`src/logic/sla_pkg.sv`:
```
// constants, pin carrier and access record for the serial link parallel adaptor
// assumes a single 250 MHz core clock; bit times are counted in core cycles
package sla_pkg;
	// ------------------------------------------------------------
	// clock and link timing
	// ------------------------------------------------------------
	localparam int CLK_MHZ = 250;
	localparam int BIT_NS_SLOW = 100;
	localparam int BIT_NS_FAST = 50;
	localparam logic [9:0] BIT_CYC_SLOW = 10'(BIT_NS_SLOW * CLK_MHZ / 1000);
	localparam logic [9:0] BIT_CYC_FAST = 10'(BIT_NS_FAST * CLK_MHZ / 1000);
	localparam int IN_DONE_DROP_BITS = 2;
	localparam int OUT_STROBE_DROP_BITS = 2;
	localparam int OUT_BYTE_HOLD_BITS = 11;
	localparam logic [7:0] STRAP_CYC = 8'h80;
	localparam logic [3:0] PKT_DATA_BITS = 4'hB;
	localparam logic [3:0] PKT_ACK_BITS = 4'h2;
	localparam logic [3:0] RX_DATA_BITS = 4'h8;
	localparam int RX_FIFO_DEPTH = 8;
	localparam int BYTE_W = 8;

	// ------------------------------------------------------------
	// bus-mode register map
	// ------------------------------------------------------------
	localparam logic [1:0] REG_RX_DATA = 2'h0;
	localparam logic [1:0] REG_TX_DATA = 2'h1;
	localparam logic [1:0] REG_RX_STAT = 2'h2;
	localparam logic [1:0] REG_TX_STAT = 2'h3;
	localparam int STAT_FLAG_BIT = 0;
	localparam int STAT_IE_BIT = 1;
	localparam logic RX_PRESENT_RESET = 1'b0;
	localparam logic TX_READY_RESET = 1'b1;
	localparam logic IE_RESET = 1'b0;

	// ------------------------------------------------------------
	// carriers
	// ------------------------------------------------------------
	typedef struct packed {
		logic rx;
		logic mode_pin;
		logic rate_pin;
		logic [7:0] in_byte;
		logic in_strobe;
		logic out_taken;
		logic [7:0] bus_data;
		logic cs_n;
		logic rd;
		logic [1:0] sel;
	} sla_pins_s;

	typedef struct packed {
		logic [1:0] sel;
		logic rd;
	} sla_access_s;
endpackage

```
`src/logic/sla_fifo.sv`:
```
// small first-word-fall-through fifo in flip-flops
// assumes both sides on one clock; valid/ready on each side
`timescale 1ns/1ns
module sla_fifo import sla_pkg::*; #(
	parameter int WIDTH = BYTE_W,
	parameter int DEPTH = RX_FIFO_DEPTH
) (
	input wire logic core_clk_i,
	input wire logic reset_n_i,
	input wire logic in_valid_i,
	output logic in_ready_o,
	input wire logic [WIDTH-1:0] in_data_i,
	output logic out_valid_o,
	input wire logic out_ready_i,
	output logic [WIDTH-1:0] out_data_o
);
	localparam int AW = $clog2(DEPTH);

	logic [WIDTH-1:0] mem_q [DEPTH];
	logic [AW:0] wr_q;
	logic [AW:0] rd_q;
	logic push;
	logic pop;

	assign out_valid_o = wr_q != rd_q;
	assign in_ready_o = (wr_q[AW] == rd_q[AW]) || (wr_q[AW-1:0] != rd_q[AW-1:0]);
	assign push = in_valid_i && in_ready_o;
	assign pop = out_valid_o && out_ready_i;
	assign out_data_o = mem_q[rd_q[AW-1:0]];

	always_ff @(posedge core_clk_i or negedge reset_n_i) begin
		if (!reset_n_i) begin
			wr_q <= '0;
			rd_q <= '0;
		end else begin
			if (push) begin
				wr_q <= wr_q + 1'b1;
			end
			if (pop) begin
				rd_q <= rd_q + 1'b1;
			end
		end
	end

	always_ff @(posedge core_clk_i) begin
		if (push) begin
			mem_q[wr_q[AW-1:0]] <= in_data_i;
		end
	end
endmodule

```
`src/logic/sla_link_rx.sv`:
```
// link receiver: splits incoming traffic into data bytes and acknowledges
// assumes rx_i is already synchronised; bit length given in core cycles
`timescale 1ns/1ns
module sla_link_rx import sla_pkg::*; (
	input wire logic core_clk_i,
	input wire logic reset_n_i,
	input wire logic rx_i,
	input wire logic [9:0] bit_cyc_i,
	output logic ack_o,
	output logic data_valid_o,
	input wire logic data_ready_i,
	output logic [7:0] data_o
);
	typedef enum logic [2:0] {RX_IDLE, RX_START, RX_KIND, RX_DATA, RX_STOP, RX_TAIL} sla_rx_e;

	sla_rx_e st_q;
	logic prev_q;
	logic [9:0] tmr_q;
	logic [3:0] cnt_q;
	logic [7:0] sh_q;
	logic tick;

	assign tick = tmr_q == 10'h000;

	// ------------------------------------------------------------
	// packet framing, sampled mid-bit
	// ------------------------------------------------------------
	always_ff @(posedge core_clk_i or negedge reset_n_i) begin
		if (!reset_n_i) begin
			st_q <= RX_IDLE;
			prev_q <= 1'b0;
			tmr_q <= 10'h000;
			cnt_q <= 4'h0;
			sh_q <= 8'h00;
			ack_o <= 1'b0;
		end else begin
			prev_q <= rx_i;
			ack_o <= 1'b0;
			if (!tick) begin
				tmr_q <= tmr_q - 1'b1;
			end
			unique case (st_q)
				RX_IDLE: begin
					if (rx_i && !prev_q) begin
						tmr_q <= bit_cyc_i >> 1;
						st_q <= RX_START;
					end
				end
				RX_START: begin
					if (tick) begin
						tmr_q <= bit_cyc_i - 1'b1;
						st_q <= rx_i ? RX_KIND : RX_IDLE;
					end
				end
				RX_KIND: begin
					if (tick) begin
						tmr_q <= bit_cyc_i - 1'b1;
						cnt_q <= 4'h0;
						ack_o <= !rx_i;
						st_q <= rx_i ? RX_DATA : RX_IDLE;
					end
				end
				RX_DATA: begin
					if (tick) begin
						tmr_q <= bit_cyc_i - 1'b1;
						sh_q <= {rx_i, sh_q[7:1]};
						cnt_q <= cnt_q + 1'b1;
						if (cnt_q == RX_DATA_BITS - 1'b1) begin
							st_q <= RX_STOP;
						end
					end
				end
				RX_STOP: begin
					// one extra bit after the stop sample puts delivery past 11.5 bits
					if (tick) begin
						tmr_q <= bit_cyc_i - 1'b1;
						st_q <= RX_TAIL;
					end
				end
				RX_TAIL: begin
					if (tick) begin
						st_q <= RX_IDLE;
					end
				end
			endcase
		end
	end

	// ------------------------------------------------------------
	// delivered byte; a second byte before the first is taken is lost
	// ------------------------------------------------------------
	always_ff @(posedge core_clk_i or negedge reset_n_i) begin
		if (!reset_n_i) begin
			data_valid_o <= 1'b0;
			data_o <= 8'h00;
		end else begin
			if (data_valid_o && data_ready_i) begin
				data_valid_o <= 1'b0;
			end
			if (st_q == RX_TAIL && tick && !data_valid_o) begin
				data_valid_o <= 1'b1;
				data_o <= sh_q;
			end
		end
	end
endmodule

```
`src/logic/sla_adaptor.sv`:
```
// serial link adaptor: byte link on one side, handshake ports or a small bus on the other
// assumes all pins are asynchronous to core_clk_i; mode strap settles before reset release
`timescale 1ns/1ns
module sla_adaptor import sla_pkg::*; #(
	parameter int FIFO_DEPTH = RX_FIFO_DEPTH
) (
	input wire logic core_clk_i,
	input wire logic reset_n_i,
	input wire logic serial_rx_i,
	output logic serial_tx_o,
	input wire logic mode_speed_pin_i,
	input wire logic bit_rate_pin_i,
	input wire logic [7:0] in_port_byte_i,
	input wire logic in_port_strobe_i,
	output logic in_port_done_o,
	output logic [7:0] peripheral_out_byte_o,
	output logic out_port_strobe_o,
	input wire logic out_port_taken_i,
	input wire logic [7:0] host_data_bus_i,
	output logic [7:0] host_data_bus_o,
	output logic host_data_bus_oe_o,
	input wire logic chip_select_n_i,
	input wire logic read_write_sel_i,
	input wire logic [1:0] register_select_i
);
	typedef enum logic [1:0] {IN_IDLE, IN_WAIT, IN_DONE, IN_DROP} sla_in_e;
	typedef enum logic [1:0] {OUT_IDLE, OUT_WAIT, OUT_LOWER, OUT_RELEASE} sla_out_e;

	sla_pins_s pin_raw;
	sla_pins_s sync1_q;
	sla_pins_s sync2_q;
	sla_pins_s prev_q;
	sla_access_s acc_q;
	sla_in_e in_st_q;
	sla_out_e out_st_q;

	logic [7:0] strap_cnt_q;
	logic seen_hi_q;
	logic seen_lo_q;
	logic strap_done;
	logic mode1;
	logic fast;
	logic [9:0] bit_cyc;

	logic rx_ack;
	logic rx_valid;
	logic rx_ready;
	logic [7:0] rx_byte;
	logic fifo_valid;
	logic fifo_pop;
	logic [7:0] fifo_byte;

	logic data_req;
	logic ack_req;
	logic ack_ok;
	logic pend_data_q;
	logic pend_ack_q;
	logic await_ack_q;
	logic [7:0] tx_byte_q;
	logic tx_busy_q;
	logic [9:0] tx_shift_q;
	logic [3:0] tx_cnt_q;
	logic [9:0] tx_tmr_q;
	logic [9:0] gap_q;
	logic tx_start_ack;
	logic tx_start_data;

	logic [9:0] in_tmr_q;
	logic [9:0] out_tmr_q;
	logic [7:0] out_byte_q;

	logic bus_active_q;
	logic cs_fall;
	logic cs_rise;
	logic wr_tx_data;
	logic rd_rx_data;
	logic present_q;
	logic rx_ie_q;
	logic out_ready_q;
	logic tx_ie_q;
	logic [7:0] rd_data_q;

	function automatic logic [9:0] bits_cyc(input logic [9:0] bc, input int n);
		bits_cyc = 10'(int'(bc) * n);
	endfunction

	function automatic logic [7:0] reg_read(input logic [1:0] sel);
		logic [7:0] r;
		r = 8'h00;
		unique case (sel)
			REG_RX_DATA: r = out_byte_q;
			REG_TX_DATA: r = 8'h00;
			REG_RX_STAT: begin
				r[STAT_FLAG_BIT] = present_q;
				r[STAT_IE_BIT] = rx_ie_q;
			end
			REG_TX_STAT: begin
				r[STAT_FLAG_BIT] = out_ready_q;
				r[STAT_IE_BIT] = tx_ie_q;
			end
		endcase
		return r;
	endfunction

	// ------------------------------------------------------------
	// pin synchronisers and edge history
	// ------------------------------------------------------------
	assign pin_raw = {serial_rx_i, mode_speed_pin_i, bit_rate_pin_i, in_port_byte_i, in_port_strobe_i,
		out_port_taken_i, host_data_bus_i, chip_select_n_i, read_write_sel_i, register_select_i};

	always_ff @(posedge core_clk_i or negedge reset_n_i) begin
		if (!reset_n_i) begin
			sync1_q <= '0;
			sync2_q <= '0;
			prev_q <= '0;
		end else begin
			sync1_q <= pin_raw;
			sync2_q <= sync1_q;
			prev_q <= sync2_q;
		end
	end

	// ------------------------------------------------------------
	// strap: steady high, toggling, or steady low after reset
	// ------------------------------------------------------------
	// the window must span several periods of a toggling strap
	assign strap_done = strap_cnt_q == STRAP_CYC;
	assign mode1 = seen_hi_q;
	assign fast = mode1 ? seen_lo_q : sync2_q.rate_pin;
	assign bit_cyc = fast ? BIT_CYC_FAST : BIT_CYC_SLOW;

	always_ff @(posedge core_clk_i or negedge reset_n_i) begin
		if (!reset_n_i) begin
			strap_cnt_q <= 8'h00;
			seen_hi_q <= 1'b0;
			seen_lo_q <= 1'b0;
		end else if (!strap_done) begin
			strap_cnt_q <= strap_cnt_q + 1'b1;
			// first two counts still see the synchroniser's reset value, not the strap
			if (strap_cnt_q > 8'h01) begin
				seen_hi_q <= seen_hi_q | sync2_q.mode_pin;
				seen_lo_q <= seen_lo_q | !sync2_q.mode_pin;
			end
		end
	end

	// ------------------------------------------------------------
	// receive path
	// ------------------------------------------------------------
	sla_link_rx u_rx (
		.core_clk_i(core_clk_i),
		.reset_n_i(reset_n_i),
		.rx_i(sync2_q.rx),
		.bit_cyc_i(bit_cyc),
		.ack_o(rx_ack),
		.data_valid_o(rx_valid),
		.data_ready_i(rx_ready),
		.data_o(rx_byte)
	);

	sla_fifo #(.WIDTH(BYTE_W), .DEPTH(FIFO_DEPTH)) u_fifo (
		.core_clk_i(core_clk_i),
		.reset_n_i(reset_n_i),
		.in_valid_i(rx_valid),
		.in_ready_o(rx_ready),
		.in_data_i(rx_byte),
		.out_valid_o(fifo_valid),
		.out_ready_i(fifo_pop),
		.out_data_o(fifo_byte)
	);

	// acknowledge goes out only when the popped byte is taken at the output port or on any REG_RX_DATA read, byte present or not, so the far end paces itself
	assign fifo_pop = fifo_valid && strap_done && (mode1 ? out_st_q == OUT_IDLE : !present_q);

	// ------------------------------------------------------------
	// transmit path
	// ------------------------------------------------------------
	assign data_req = (mode1 && strap_done && in_st_q == IN_IDLE && sync2_q.in_strobe) || wr_tx_data;
	assign ack_req = (out_st_q == OUT_WAIT && sync2_q.out_taken) || rd_rx_data;
	assign ack_ok = rx_ack && await_ack_q;
	assign tx_start_ack = !tx_busy_q && strap_done && gap_q == 10'h000 && pend_ack_q;
	assign tx_start_data = !tx_busy_q && strap_done && gap_q == 10'h000 && pend_data_q && !pend_ack_q;
	assign serial_tx_o = tx_busy_q & tx_shift_q[0];

	always_ff @(posedge core_clk_i or negedge reset_n_i) begin
		if (!reset_n_i) begin
			pend_data_q <= 1'b0;
			pend_ack_q <= 1'b0;
			await_ack_q <= 1'b0;
			tx_byte_q <= 8'h00;
			gap_q <= 10'h000;
		end else begin
			pend_ack_q <= (pend_ack_q && !tx_start_ack) || ack_req;
			pend_data_q <= (pend_data_q && !tx_start_data) || data_req;
			if (tx_start_data) begin
				await_ack_q <= 1'b1;
			end else if (rx_ack) begin
				await_ack_q <= 1'b0;
			end
			if (wr_tx_data) begin
				tx_byte_q <= sync2_q.bus_data;
			end else if (data_req) begin
				tx_byte_q <= sync2_q.in_byte;
			end
			// a fresh request waits one bit before the start bit goes out
			if (!pend_ack_q && !pend_data_q) begin
				gap_q <= bit_cyc;
			end else if (gap_q != 10'h000) begin
				gap_q <= gap_q - 1'b1;
			end
		end
	end

	always_ff @(posedge core_clk_i or negedge reset_n_i) begin
		if (!reset_n_i) begin
			tx_busy_q <= 1'b0;
			tx_shift_q <= 10'h000;
			tx_cnt_q <= 4'h0;
			tx_tmr_q <= 10'h000;
		end else if (tx_start_ack) begin
			tx_busy_q <= 1'b1;
			tx_shift_q <= 10'h001;
			tx_cnt_q <= PKT_ACK_BITS - 1'b1;
			tx_tmr_q <= bit_cyc - 1'b1;
		end else if (tx_start_data) begin
			tx_busy_q <= 1'b1;
			tx_shift_q <= {tx_byte_q, 2'b11};
			tx_cnt_q <= PKT_DATA_BITS - 1'b1;
			tx_tmr_q <= bit_cyc - 1'b1;
		end else if (tx_busy_q) begin
			if (tx_tmr_q != 10'h000) begin
				tx_tmr_q <= tx_tmr_q - 1'b1;
			end else if (tx_cnt_q == 4'h0) begin
				tx_busy_q <= 1'b0;
			end else begin
				tx_shift_q <= {1'b0, tx_shift_q[9:1]};
				tx_cnt_q <= tx_cnt_q - 1'b1;
				tx_tmr_q <= bit_cyc - 1'b1;
			end
		end
	end

	// ------------------------------------------------------------
	// handshake input port
	// ------------------------------------------------------------
	always_ff @(posedge core_clk_i or negedge reset_n_i) begin
		if (!reset_n_i) begin
			in_st_q <= IN_IDLE;
			in_port_done_o <= 1'b0;
			in_tmr_q <= 10'h000;
		end else begin
			unique case (in_st_q)
				IN_IDLE: begin
					if (data_req && !wr_tx_data) begin
						in_st_q <= IN_WAIT;
					end
				end
				IN_WAIT: begin
					if (ack_ok) begin
						in_port_done_o <= 1'b1;
						in_st_q <= IN_DONE;
					end
				end
				IN_DONE: begin
					if (!sync2_q.in_strobe) begin
						in_tmr_q <= bits_cyc(bit_cyc, IN_DONE_DROP_BITS);
						in_st_q <= IN_DROP;
					end
				end
				IN_DROP: begin
					if (in_tmr_q != 10'h000) begin
						in_tmr_q <= in_tmr_q - 1'b1;
					end else begin
						in_port_done_o <= 1'b0;
						in_st_q <= IN_IDLE;
					end
				end
			endcase
		end
	end

	// ------------------------------------------------------------
	// handshake output port
	// ------------------------------------------------------------
	assign peripheral_out_byte_o = out_byte_q;

	always_ff @(posedge core_clk_i or negedge reset_n_i) begin
		if (!reset_n_i) begin
			out_byte_q <= 8'h00;
		end else if (fifo_pop) begin
			out_byte_q <= fifo_byte;
		end
	end

	always_ff @(posedge core_clk_i or negedge reset_n_i) begin
		if (!reset_n_i) begin
			out_st_q <= OUT_IDLE;
			out_port_strobe_o <= 1'b0;
			out_tmr_q <= 10'h000;
		end else begin
			if (out_tmr_q != 10'h000) begin
				out_tmr_q <= out_tmr_q - 1'b1;
			end
			unique case (out_st_q)
				OUT_IDLE: begin
					if (fifo_pop && mode1) begin
						out_port_strobe_o <= 1'b1;
						out_st_q <= OUT_WAIT;
					end
				end
				OUT_WAIT: begin
					if (sync2_q.out_taken) begin
						out_tmr_q <= bits_cyc(bit_cyc, OUT_STROBE_DROP_BITS);
						out_st_q <= OUT_LOWER;
					end
				end
				OUT_LOWER: begin
					if (out_tmr_q == 10'h000) begin
						out_port_strobe_o <= 1'b0;
						out_tmr_q <= bits_cyc(bit_cyc, OUT_BYTE_HOLD_BITS);
						out_st_q <= OUT_RELEASE;
					end
				end
				OUT_RELEASE: begin
					if (out_tmr_q == 10'h000 && !sync2_q.out_taken) begin
						out_st_q <= OUT_IDLE;
					end
				end
			endcase
		end
	end

	// ------------------------------------------------------------
	// bus mode register access
	// ------------------------------------------------------------
	assign cs_fall = !mode1 && strap_done && prev_q.cs_n && !sync2_q.cs_n;
	assign cs_rise = bus_active_q && sync2_q.cs_n;
	assign wr_tx_data = cs_rise && !acc_q.rd && acc_q.sel == REG_TX_DATA;
	assign rd_rx_data = cs_rise && acc_q.rd && acc_q.sel == REG_RX_DATA;
	assign host_data_bus_oe_o = bus_active_q && acc_q.rd;

	always_ff @(posedge core_clk_i or negedge reset_n_i) begin
		if (!reset_n_i) begin
			bus_active_q <= 1'b0;
			acc_q <= '0;
			rd_data_q <= 8'h00;
		end else begin
			if (cs_fall) begin
				bus_active_q <= 1'b1;
				acc_q <= '{sel: sync2_q.sel, rd: sync2_q.rd};
				rd_data_q <= reg_read(sync2_q.sel);
			end else if (cs_rise) begin
				bus_active_q <= 1'b0;
			end else if (bus_active_q) begin
				rd_data_q <= reg_read(acc_q.sel);
			end
		end
	end

	assign host_data_bus_o = rd_data_q;

	always_ff @(posedge core_clk_i or negedge reset_n_i) begin
		if (!reset_n_i) begin
			present_q <= RX_PRESENT_RESET;
			rx_ie_q <= IE_RESET;
			out_ready_q <= TX_READY_RESET;
			tx_ie_q <= IE_RESET;
		end else begin
			if (cs_rise && !acc_q.rd && acc_q.sel == REG_RX_STAT) begin
				rx_ie_q <= sync2_q.bus_data[STAT_IE_BIT];
			end
			if (cs_rise && !acc_q.rd && acc_q.sel == REG_TX_STAT) begin
				tx_ie_q <= sync2_q.bus_data[STAT_IE_BIT];
			end
			// set is placed last so a new byte wins over a read in the same cycle
			if (rd_rx_data) begin
				present_q <= 1'b0;
			end
			if (fifo_pop && !mode1) begin
				present_q <= 1'b1;
			end
			if (wr_tx_data) begin
				out_ready_q <= 1'b0;
			end
			if (ack_ok && !mode1) begin
				out_ready_q <= 1'b1;
			end
		end
	end
endmodule

```
`config.mk`:
```
export PLATFORM = sky130hd
export DESIGN_NAME = sla_adaptor
export DESIGN_NICKNAME = d
export VERILOG_FILES = /design/src/logic/sla_pkg.sv /design/src/logic/sla_fifo.sv /design/src/logic/sla_link_rx.sv /design/src/logic/sla_adaptor.sv
export SDC_FILE = /design/constraint.sdc
export NUM_CORES = 1
export LEC_CHECK = 0
export BUFFER_PORTS_ARGS = -buffer_cell sky130_fd_sc_hd__buf_2
export CORE_ASPECT_RATIO = 1.4
export CORE_UTILIZATION = 48
export DETAILED_ROUTE_END_ITERATION = 7
export PLACE_DENSITY_LB_ADDON = 0.15
export SLEW_MARGIN = 20
export SYNTH_ARGS = -nofsm -noshare
export SYNTH_HDL_FRONTEND = slang
export SYNTH_SLANG_ARGS = --single-unit
```
`constraint.sdc`:
```
create_clock -name core_clk_i -period 2.8 [get_ports core_clk_i]
set_input_delay 0.56 -clock core_clk_i [delete_from_list [all_inputs] [get_ports core_clk_i]]
set_output_delay 0.56 -clock core_clk_i [all_outputs]
set_load 0.01 [all_outputs]
```
==> results of run 1 <==
## worst paths after layout
check,end,slack [ns],depth (start not counted)
min in group core_clk_i,sync1_q[15],0.12,1
hold / removal,out_tmr_q[8],0.04,1
max in group asynchronous,host_data_bus_o[4],2.02,2
hold reg to reg,sync2_q[12],0.35,0
setup / recovery,tx_tmr_q[6],0.34,7
setup reg to reg,tx_tmr_q[6],0.34,7
## per-layer routing
metal	vias to the layer above	share of wire	track usage
met4	2	0.018	0.0570
met5	-	0.00057	0
li1	3516	-	-
met2	101	0.53	0.358
met3	38	0.036	0.0307
met1	3638	0.41	0.226
## cells by family after synthesis
| group | after synthesis |
|---|---|
| flops | 265 |
| simple gates | 270 |
| fa+ha+maj | 24 |
| mux | 77 |
| xor+xnor | 35 |
| compound gates | 172 |
| buf+inv | 85 |
## layout make-up
| type | count | share of cell area |
|---|---|---|
| flip-flops and latches | 265 | 0.529 |
| multi-input cells | 578 | 0.318 |
| clock buffers | 38 | 0.0611 |
| repair buffers | 80 | 0.0395 |
| well taps | 306 | 0.0292 |
| inverters | 47 | 0.0134 |
| clock inverters | 10 | 0.00896 |
| diodes | 1 | 0.000191 |
## registers in the layout (all words and copies together), names as in the netlist, 2 cells and up
name	flops
acc_q	3
u_fifo.rd_q	4
in_tmr_q	10
in_st_q	2
sync2_q	25
tx_byte_q	8
host_data_bus_o	8
u_rx.sh_q	8
peripheral_out_byte_o	8
u_rx.tmr_q	10
gap_q	10
u_fifo.wr_q	4
u_rx.data_o	8
u_rx.cnt_q	4
strap_cnt_q	8
tx_tmr_q	10
u_fifo.mem_q	64
tx_cnt_q	4
out_tmr_q	10
tx_shift_q	10
u_rx.st_q	3
out_st_q	2
sync1_q	25
## power breakdown
part           internal [uW]  switching (uW)  total (uW)  leakage, uW
registers               4070             141        4210      0.00313
logic                    176             215         391      0.00212
clock network           2180            1460        3650     0.000458
total                   6430            1820        8250      0.00570
## synthesized netlist by cell type, drive strengths merged, types with 5 or more instances
library cell	n	share of area
dfrtp	200	0.44
nand2	69	0.023
nor2	65	0.022
edfxtp	64	0.17
inv	47	0.015
o21ai	43	0.019
a21oi	38	0.017
mux2	31	0.030
mux2i	30	0.026
clkbuf	28	0.0092
nor3	26	0.013
ha	24	0.026
xnor2	21	0.016
nand3	20	0.0087
mux4	16	0.031
xor2	14	0.011
nand4	12	0.0066
nor4	12	0.0097
nand2b	11	0.0060
o31ai	11	0.0072
and3	10	0.0055
buf	10	0.0048
a222oi	8	0.0070
a22o	8	0.0061
a21o	7	0.0046
a31oi	7	0.0038
and2	7	0.0038
nor2b	7	0.0038
o211ai	6	0.0039
or3	6	0.0033
or4	6	0.0039
a211oi	5	0.0033
nor3b	5	0.0033
o22ai	5	0.0027
## metrics by stage
| step | power (uW) | setup WS, ns | std cells | util |
|---|---|---|---|---|
| 4_1_cts | 8360 | 0.332 | 1324 | 0.562 |
| 2_1_floorplan | 4510 | 0.442 | 928 | - |
| 5_1_grt | 8580 | 0.112 | 1324 | 0.562 |
| 3_3_place_gp | 4670 | 0.420 | 1276 | 0.522 |
| 6_report | 8250 | 0.344 | 1325 | 0.562 |
| 3_5_place_dp | 4690 | 0.360 | 1276 | 0.522 |
## worst max-delay path, cell delays in order, from the launching register on
cell and delay [ns]:
dfrtp_1 0.41, inv_1 0.11, ha_1 0.17, or4b_1 0.49, o41ai_1 0.24, a21boi_2 0.61, nor4_1 0.13, mux2i_1 0.16
==> results.toml, run 1 <==
[routing]
dr.pass1.iters = 6
routed-via-count = 7295
drc_errors = 0
final_wirelength_um = 22700
routedWlPerCell_um = 17.2
drt_iter0_drc = 424
remaining_antenna_violation_count_after_routing = 0
route.detailed.vias_per_inst = 5.51

[clocking]
clk_root_buf = "clkbuf_16"
insertion_delay_ns = 0.55
cts_max_path_buffers = 3
post_cts_hold_buffer_count = 0
cts_inserted_buffers = 27
number_of_buffers_inserted_to_repair_setup_after_cts = 0
htreeDepth = 1
clock-sinks = 265
cts_repair_resizes = 0
tritoncts = "yes"
clkSlewWorstSetupHoldPaths_ns = 0.06

[power_and_ir_drop]
total_leakage_power_uw = 0.00570
cellPowerDensity_nw_per_um2 = 628
power.ir.vdd_worst_mv = 0.542

[timing]
final_hold_viol_count = 0
rsz0062_at_grt = "no"
fmax_mhz = 407
setup_tns_ns = 0
report.final.setup_viol = 0
fin_crit_ns = 2.46
maxSlewViolCount = 0
tightest_slew_ns = 0.684
timing.max_slew.rel_slack = 0.541
clock-skew-final_ns = 0.0201
final.period_utilization = 0.877
timing.hold.ws_ns = 0.0372

[critical_path]
r2r-start = "tx_tmr_q[0]"
criticalPathCategory = "reg2reg"
critPathLaunch = "tx_tmr_q[0]"
timing.critical_path.fanout_max = 17
critPathLaunchType = "register"
worstPathArrival_ns = 2.86
cp-end-kind = "register"
critical_path_data_required_time_ns = 3.20

[floorplanning]
floorplan.die.height_um = 185
initial_core_util = 0.490
fp.dieW_um = 133
core-area_um2 = 23400
row_count = 66
design.die.area_um2 = 24500
i_o_pin_count = 47

[global_route]
first_global_vias = 7360
global_route.overflow_total = 0
grt_pass1_wl_um = 37300
grt_antenna_before_repair = 1
grt_start_max_net_pins = 69
grt_use_total = 0.192

[logic_synthesis]
synth_simple_gate_area_share = 0.123
post_synth_num_cell_types = 72
synth_seq_area_share = 0.607
ys_async_sr_fraction = 0.758
ys_warn_count = 0
synth_compound_area_frac = 0.0996
synth_nets = 979
synth_register_bits = 265
synth_flop_cell = "dfrtp_1"
synthAdderAreaFrac = 0.0262
synth.mux.area_fraction = 0.0881
synth_cells = 928
synth_edf_count = 64
fraction_of_synthesized_cell_area_in_xor_and_xnor_cells = 0.0267
syn_area_um2 = 11500
main_combinational_cell_family_by_area_after_synthesis = "simple AND/OR/NAND/NOR gates"
post_synthesis_mean_instance_area_um2 = 12.4

[run]
cap_viol_max_count = 0

[layout]
final_layout_size_suffix_gt1_frac = 0.185
area_overhead_of_the_layout_relative_to_synthesis_pct = 14.6
multi_input_area_um2 = 4180
layout_commonest_cell = "dfrtp_1"
nets_finish = 1050
post-route-cell-area_um2 = 13100
fillCellCount = 1983
mostFrequentLayoutCells = "dfrtp_1, nand2_1, edfxtp_1"
area.sequential_um2 = 6950

[placement]
detailed_place.area_um2 = 12200
dpl.hpwl_um = 15700
io_buffer_count = 46
place_congestion = 0.791

[worst_hold_path]
worst_hold_path_type = "in2async"

[run_status]
outcome = "complete, no violations"
No activity file was read; power rests on OpenSTA's default activity.
==> inputs of run 2 (changes only) <==
Settings changed: CORE_UTILIZATION 48 to 45.
==> run 2 against run 1 <==
  * Cell area about the same
  * Worst setup slack gained 0.031 ns
  * Clock skew shrank 0.0028 ns
  * Count of clock-buffer cells in the layout down 4
  * Die area rose by 6.6%
  * Clock power down 3%
  * Non-clock buffer count is 3 higher
  * Total power is 1.3% lower
  * Hold slack improved by 0.082 ns
  * Cell count rose by 0.83%
  * Combinational power is essentially flat
  * Sequential share of layout area up 0.050 points
  * Critical path type unchanged
  * Largest cell class unchanged
  * Highest routed layer is now met4
==> results.toml, run 2 (synthesis results as in run 1) <==
[critical_path]
critPathLaunchType = "register"
critPathLaunch = "u_rx.tmr_q[1]"
cp_cell_sequence = "inv_1, ha_1, nor4b_2, nand4_1, nor3_4, mux2_2"
criticalPathCategory = "reg2reg"
r2r-start = "u_rx.tmr_q[1]"
timing.critical_path.slowest_cell_delay_ns = 0.52
critical_path_data_required_time_ns = 3.22
worstPathArrival_ns = 2.84
timing.critical_path.fanout_max = 9
critical-path-slowest-cell = "nor3_4"
cp-end-kind = "register"

[routing]
remaining_antenna_violation_count_after_routing = 0
routed-via-count = 7280
final_wirelength_um = 22600
routedWlPerCell_um = 16.9
drt_iter0_drc = 327
dr.pass1.iters = 4
drc_errors = 0
route.detailed.vias_per_inst = 5.45

[global_route]
global_route.overflow_total = 0
grt_start_max_net_pins = 55
grtUsageMet1 = 0.220
met2_usage = 0.336
grt_use_total = 0.183
grt_pass1_wl_um = 37700
grt.met3_usage = 0.0247
first_global_vias = 7471
grt_antenna_before_repair = 0
grt_most_used_layer = "met2"

[layout]
post-route-cell-area_um2 = 13100
max_ffs_per_register = 64
mostFrequentLayoutCells = "dfrtp_1, nand2_1, edfxtp_1"
layout_commonest_cell = "dfrtp_1"
stdcell_count = 1336
fillCellCount = 2163
final_layout_size_suffix_gt1_frac = 0.182
nets_finish = 1053
area_overhead_of_the_layout_relative_to_synthesis_pct = 14.5
antennaDiodeCount = 0

[timing]
maxSlewViolCount = 0
rsz0062_at_grt = "no"
final.period_utilization = 0.866
report.final.setup_viol = 0
timing.max_slew.rel_slack = 0.402
fin_crit_ns = 2.43
tightest_slew_ns = 0.895
fmax_mhz = 412
clock-skew-final_ns = 0.0173
setup_tns_ns = 0
final_hold_viol_count = 0

[clocking]
cts_inserted_buffers = 27
clkSlewWorstSetupHoldPaths_ns = 0.06
insertion_delay_ns = 0.54
cts_max_path_buffers = 3
htreeDepth = 1
clock-sinks = 265
tritoncts = "yes"
clk_root_buf = "clkbuf_16"

[floorplanning]
core-area_um2 = 24800
fp.dieW_um = 137
initial_core_util = 0.461
floorplan.die.height_um = 191
i_o_pin_count = 47
row_count = 68
design.die.area_um2 = 26100

[placement]
place_congestion = 0.812
dpl.cell_count = 1287
dpl.hpwl_um = 15600
io_buffer_count = 46
detailed_place.area_um2 = 12200

[power_and_ir_drop]
total_leakage_power_uw = 0.00568
cellPowerDensity_nw_per_um2 = 621
power.ir.vdd_worst_mv = 0.622

[worst_hold_path]
timing.hold.worst.start = "in_port_byte_i[7]"
worst_hold_path_type = "in2reg"

[run_status]
outcome = "complete, no violations"

[run]
cap_viol_max_count = 0
[run 2: changes by cell type in the layout (fill, tap and decap cells not counted), sizes merged]
cell and delta:
clkbuf -4, buf +2, clkinv +2, bufinv +1, clkinvlp +1, diode -1, dlygate4sd3 +1
[run 2: metal layers]
metal / vias up / part of all wire
met5: - / 0
met4: 0 / 0.025
met3: 32 / 0.026
met2: 86 / 0.53
met1: 3643 / 0.42
li1: 3519 / -
[run 2: area by class of cell]
cell class                 instances  area (um2)  share of cell area
timing repair buffer              83         544              0.0415
clock inverter                    14         161              0.0123
inverter                          47         176              0.0134
multi-input combinational        578        4180               0.318
sequential                       265        6950               0.530
tap                              315         394              0.0300
clock buffer                      34         712              0.0543
[run 2: path summary, 6_finish.rpt]
check / to / cells after the start / slack [ns]
min: sync1_q[21] / 1 / 0.12
max: u_rx.data_o[6] / 6 / 0.37
min in group asynchronous: out_tmr_q[9] / 2 / 0.56
min reg2reg: sync2_q[19] / 0 / 0.35
max in group asynchronous: out_ready_q / 3 / 1.47
max reg2reg: u_rx.data_o[6] / 6 / 0.37
[run 2: metrics by stage]
| stage | utilization | power, uW | hold WS, ns | worst slack [ns] |
|---|---|---|---|---|
| floorplan | - | 4510 | 0.264 | 0.442 |
| global route | 0.528 | 8490 | 0.0910 | 0.151 |
| detailed placement | 0.492 | 4680 | 0.335 | 0.383 |
| CTS | 0.528 | 8260 | 0.0925 | 0.372 |
| finish | 0.528 | 8140 | 0.119 | 0.375 |
| global placement | 0.492 | 4670 | 0.332 | 0.448 |
[run 2: timing repair]
item                                   CTS  global route
resized for setup                        0             0
buffers inserted                         0             0
hold buffers                             1             0
endpoints found under the hold margin    7             0
[run 2: critical path: cells and delay by family, from the launching register on]
family / cells / cell delay, ns
adders and majority gates: 1 / 0.16
and+or+nand+nor: 3 / 1.22
muxes: 1 / 0.39
buffers and inverters: 1 / 0.10
DFF: 1 / 0.43
[run 2: power by group]
part / switching, uW / total [uW] / leakage [uW] / internal (uW)
Clock: 1460 / 3540 / 0.000428 / 2080
Sequential: 141 / 4220 / 0.00313 / 4070
Combinational: 211 / 388 / 0.00213 / 178
Total: 1810 / 8140 / 0.00568 / 6330
==> inputs of run 3 (changes only) <==
Settings changed: BUFFER_PORTS_ARGS -buffer_cell sky130_fd_sc_hd__buf_2 to default, DONT_BUFFER_PORTS from default to 1.
==> run 3 against run 2 <==
  * The run now ends with negative hold slack left
  * Total power is 2.1% higher
  * First-iteration DRC count is 0.31% lower
  * Global-route usage is 0.11 points lower
  * Cell area is 1.8% lower
  * Cell count is 3.8% lower
  * Maximum frequency is 0.73% lower
  * Sequential power hardly changed
  * Critical path depth is 1 higher
  * Sequential share of layout area is 0.96 points higher
  * Hold slack worse by 0.40 ns
  * Combinational power is 20% lower
  * Worst setup slack worse by 0.018 ns
  * Largest power group unchanged
==> results.toml, run 3 (synthesis results as in run 1) <==
[clocking]
clock-sinks = 265
cts_repair_resizes = 0
number_of_buffers_inserted_to_repair_setup_after_cts = 0
cts_max_path_buffers = 3
clk_root_buf = "clkbuf_16"
htreeDepth = 1
cts_inserted_buffers = 27
insertion_delay_ns = 0.55
clkSlewWorstSetupHoldPaths_ns = 0.06
tritoncts = "yes"

[timing]
tightest_slew_ns = 0.761
fin_crit_ns = 2.44
timing.hold.ws_ns = -0.283
final.period_utilization = 0.873
setup_tns_ns = 0
report.final.setup_viol = 0
timing.max_slew.rel_slack = 0.491
rsz0062_at_grt = "no"
fmax_mhz = 409
final_hold_viol_count = 200
maxSlewViolCount = 0
clock-skew-final_ns = 0.0154

[run_status]
outcome = "complete, but fails checks"
violated_checks = "negative hold slack"

[layout]
fillCellCount = 2154
antennaDiodeCount = 0
layout_commonest_cell = "dfrtp_1"
area.sequential_um2 = 6950
max_ffs_per_register = 64
nets_finish = 1002
mostFrequentLayoutCells = "dfrtp_1, nand2_1, edfxtp_1"
stdcell_count = 1285
area_overhead_of_the_layout_relative_to_synthesis_pct = 12.4
final_layout_size_suffix_gt1_frac = 0.143
multi_input_area_um2 = 4180

[critical_path]
cp-end-kind = "register"
critPathLaunch = "tx_tmr_q[0]"
timing.critical_path.fanout_max = 17
worstPathArrival_ns = 2.86
critical_path_data_required_time_ns = 3.21
timing.critical_path.slowest_cell_delay_ns = 0.63
criticalPathCategory = "reg2reg"
critical-path-slowest-cell = "a21boi_2"
critPathLaunchType = "register"
r2r-start = "tx_tmr_q[0]"
cp_cell_sequence = "inv_1, ha_1, or4b_1, o41ai_1, a21boi_2, nor4_1, mux2i_1"

[global_route]
first_global_vias = 7168
grt_start_max_net_pins = 202
global_route.overflow_total = 0
grt_use_total = 0.182
grt_antenna_before_repair = 0
grt_pass1_wl_um = 37400

[floorplanning]
floorplan.die.height_um = 191
row_count = 68
design.die.area_um2 = 26100
fp.dieW_um = 137
i_o_pin_count = 47
core-area_um2 = 24800
initial_core_util = 0.461

[power_and_ir_drop]
total_leakage_power_uw = 0.00546
cellPowerDensity_nw_per_um2 = 645
power.ir.vdd_worst_mv = 0.660

[routing]
dr.pass1.iters = 6
routedWlPerCell_um = 17.5
routed-via-count = 7120
final_wirelength_um = 22500
route.detailed.vias_per_inst = 5.54
drt_iter0_drc = 326
drc_errors = 0
remaining_antenna_violation_count_after_routing = 0

[placement]
io_buffer_count = 0
dpl.cell_count = 1237
place_congestion = 0.809
dpl.hpwl_um = 15000

[run]
cap_viol_max_count = 0

[worst_hold_path]
worst_hold_path_type = "in2async"
==> run 3: cell types whose count changed in the layout (fill, tap and decap cells not counted), sizes merged <==
cell,change
buf,-49
bufinv,+2
clkbuf,-2
clkinv,-2
dlygate4sd3,-1
inv,+1
==> run 3: per-layer routing <==
metal | wire length (um) | share of wire | track usage
met1 | 9220 | 0.41 | 0.223
met2 | 12000 | 0.53 | 0.327
met3 | 769 | 0.034 | 0.0284
met4 | 544 | 0.024 | 0.0549
met5 | 0 | 0 | 0
==> run 3: worst paths after layout <==
path	to	slack, ns	cells past startpoint
min	out_tmr_q[9]	-0.28	0
max in group asynchronous	in_tmr_q[2]	2.54	0
max reg2reg	tx_tmr_q[6]	0.36	7
max	tx_tmr_q[6]	0.36	7
min reg2reg	sync2_q[7]	0.35	0
min in group core_clk_i	sync1_q[1]	0.03	0
==> run 3: worst max-delay path: cells and delay by family, from the launching register on <==
family          cells  cell delay, ns
flops               1            0.41
compound gates      2            0.86
fa+ha+maj           1            0.16
simple gates        2            0.62
buf+inv             1            0.11
mux                 1            0.15
==> run 3: report_power, final <==
| part | switching, uW | internal [uW] |
|---|---|---|
| clock | 1490 | 2300 |
| combinational | 154 | 155 |
| sequential | 144 | 4070 |
| total | 1790 | 6520 |
==> run 3: final cells by class <==
cell class	count	area share
inverters	47	0.0137
multi-input cells	578	0.324
clock buffers	33	0.0557
clock inverters	15	0.0175
well taps	315	0.0306
flip-flops and latches	265	0.540
repair buffers	32	0.0186
==> run 3: metrics by stage <==
step / hold WS, ns / power, uW / instance area [um2] / utilization / setup WS, ns
after floorplan: 0.264 / 4510 / 11500 / - / 0.442
after global placement: 0.274 / 4590 / 11900 / 0.481 / 0.380
after detailed placement: 0.274 / 4600 / 11900 / 0.481 / 0.351
after CTS: -0.310 / 8430 / 12900 / 0.519 / 0.332
after global routing: -0.307 / 8640 / 12900 / 0.519 / 0.129
final: -0.283 / 8320 / 12900 / 0.519 / 0.357
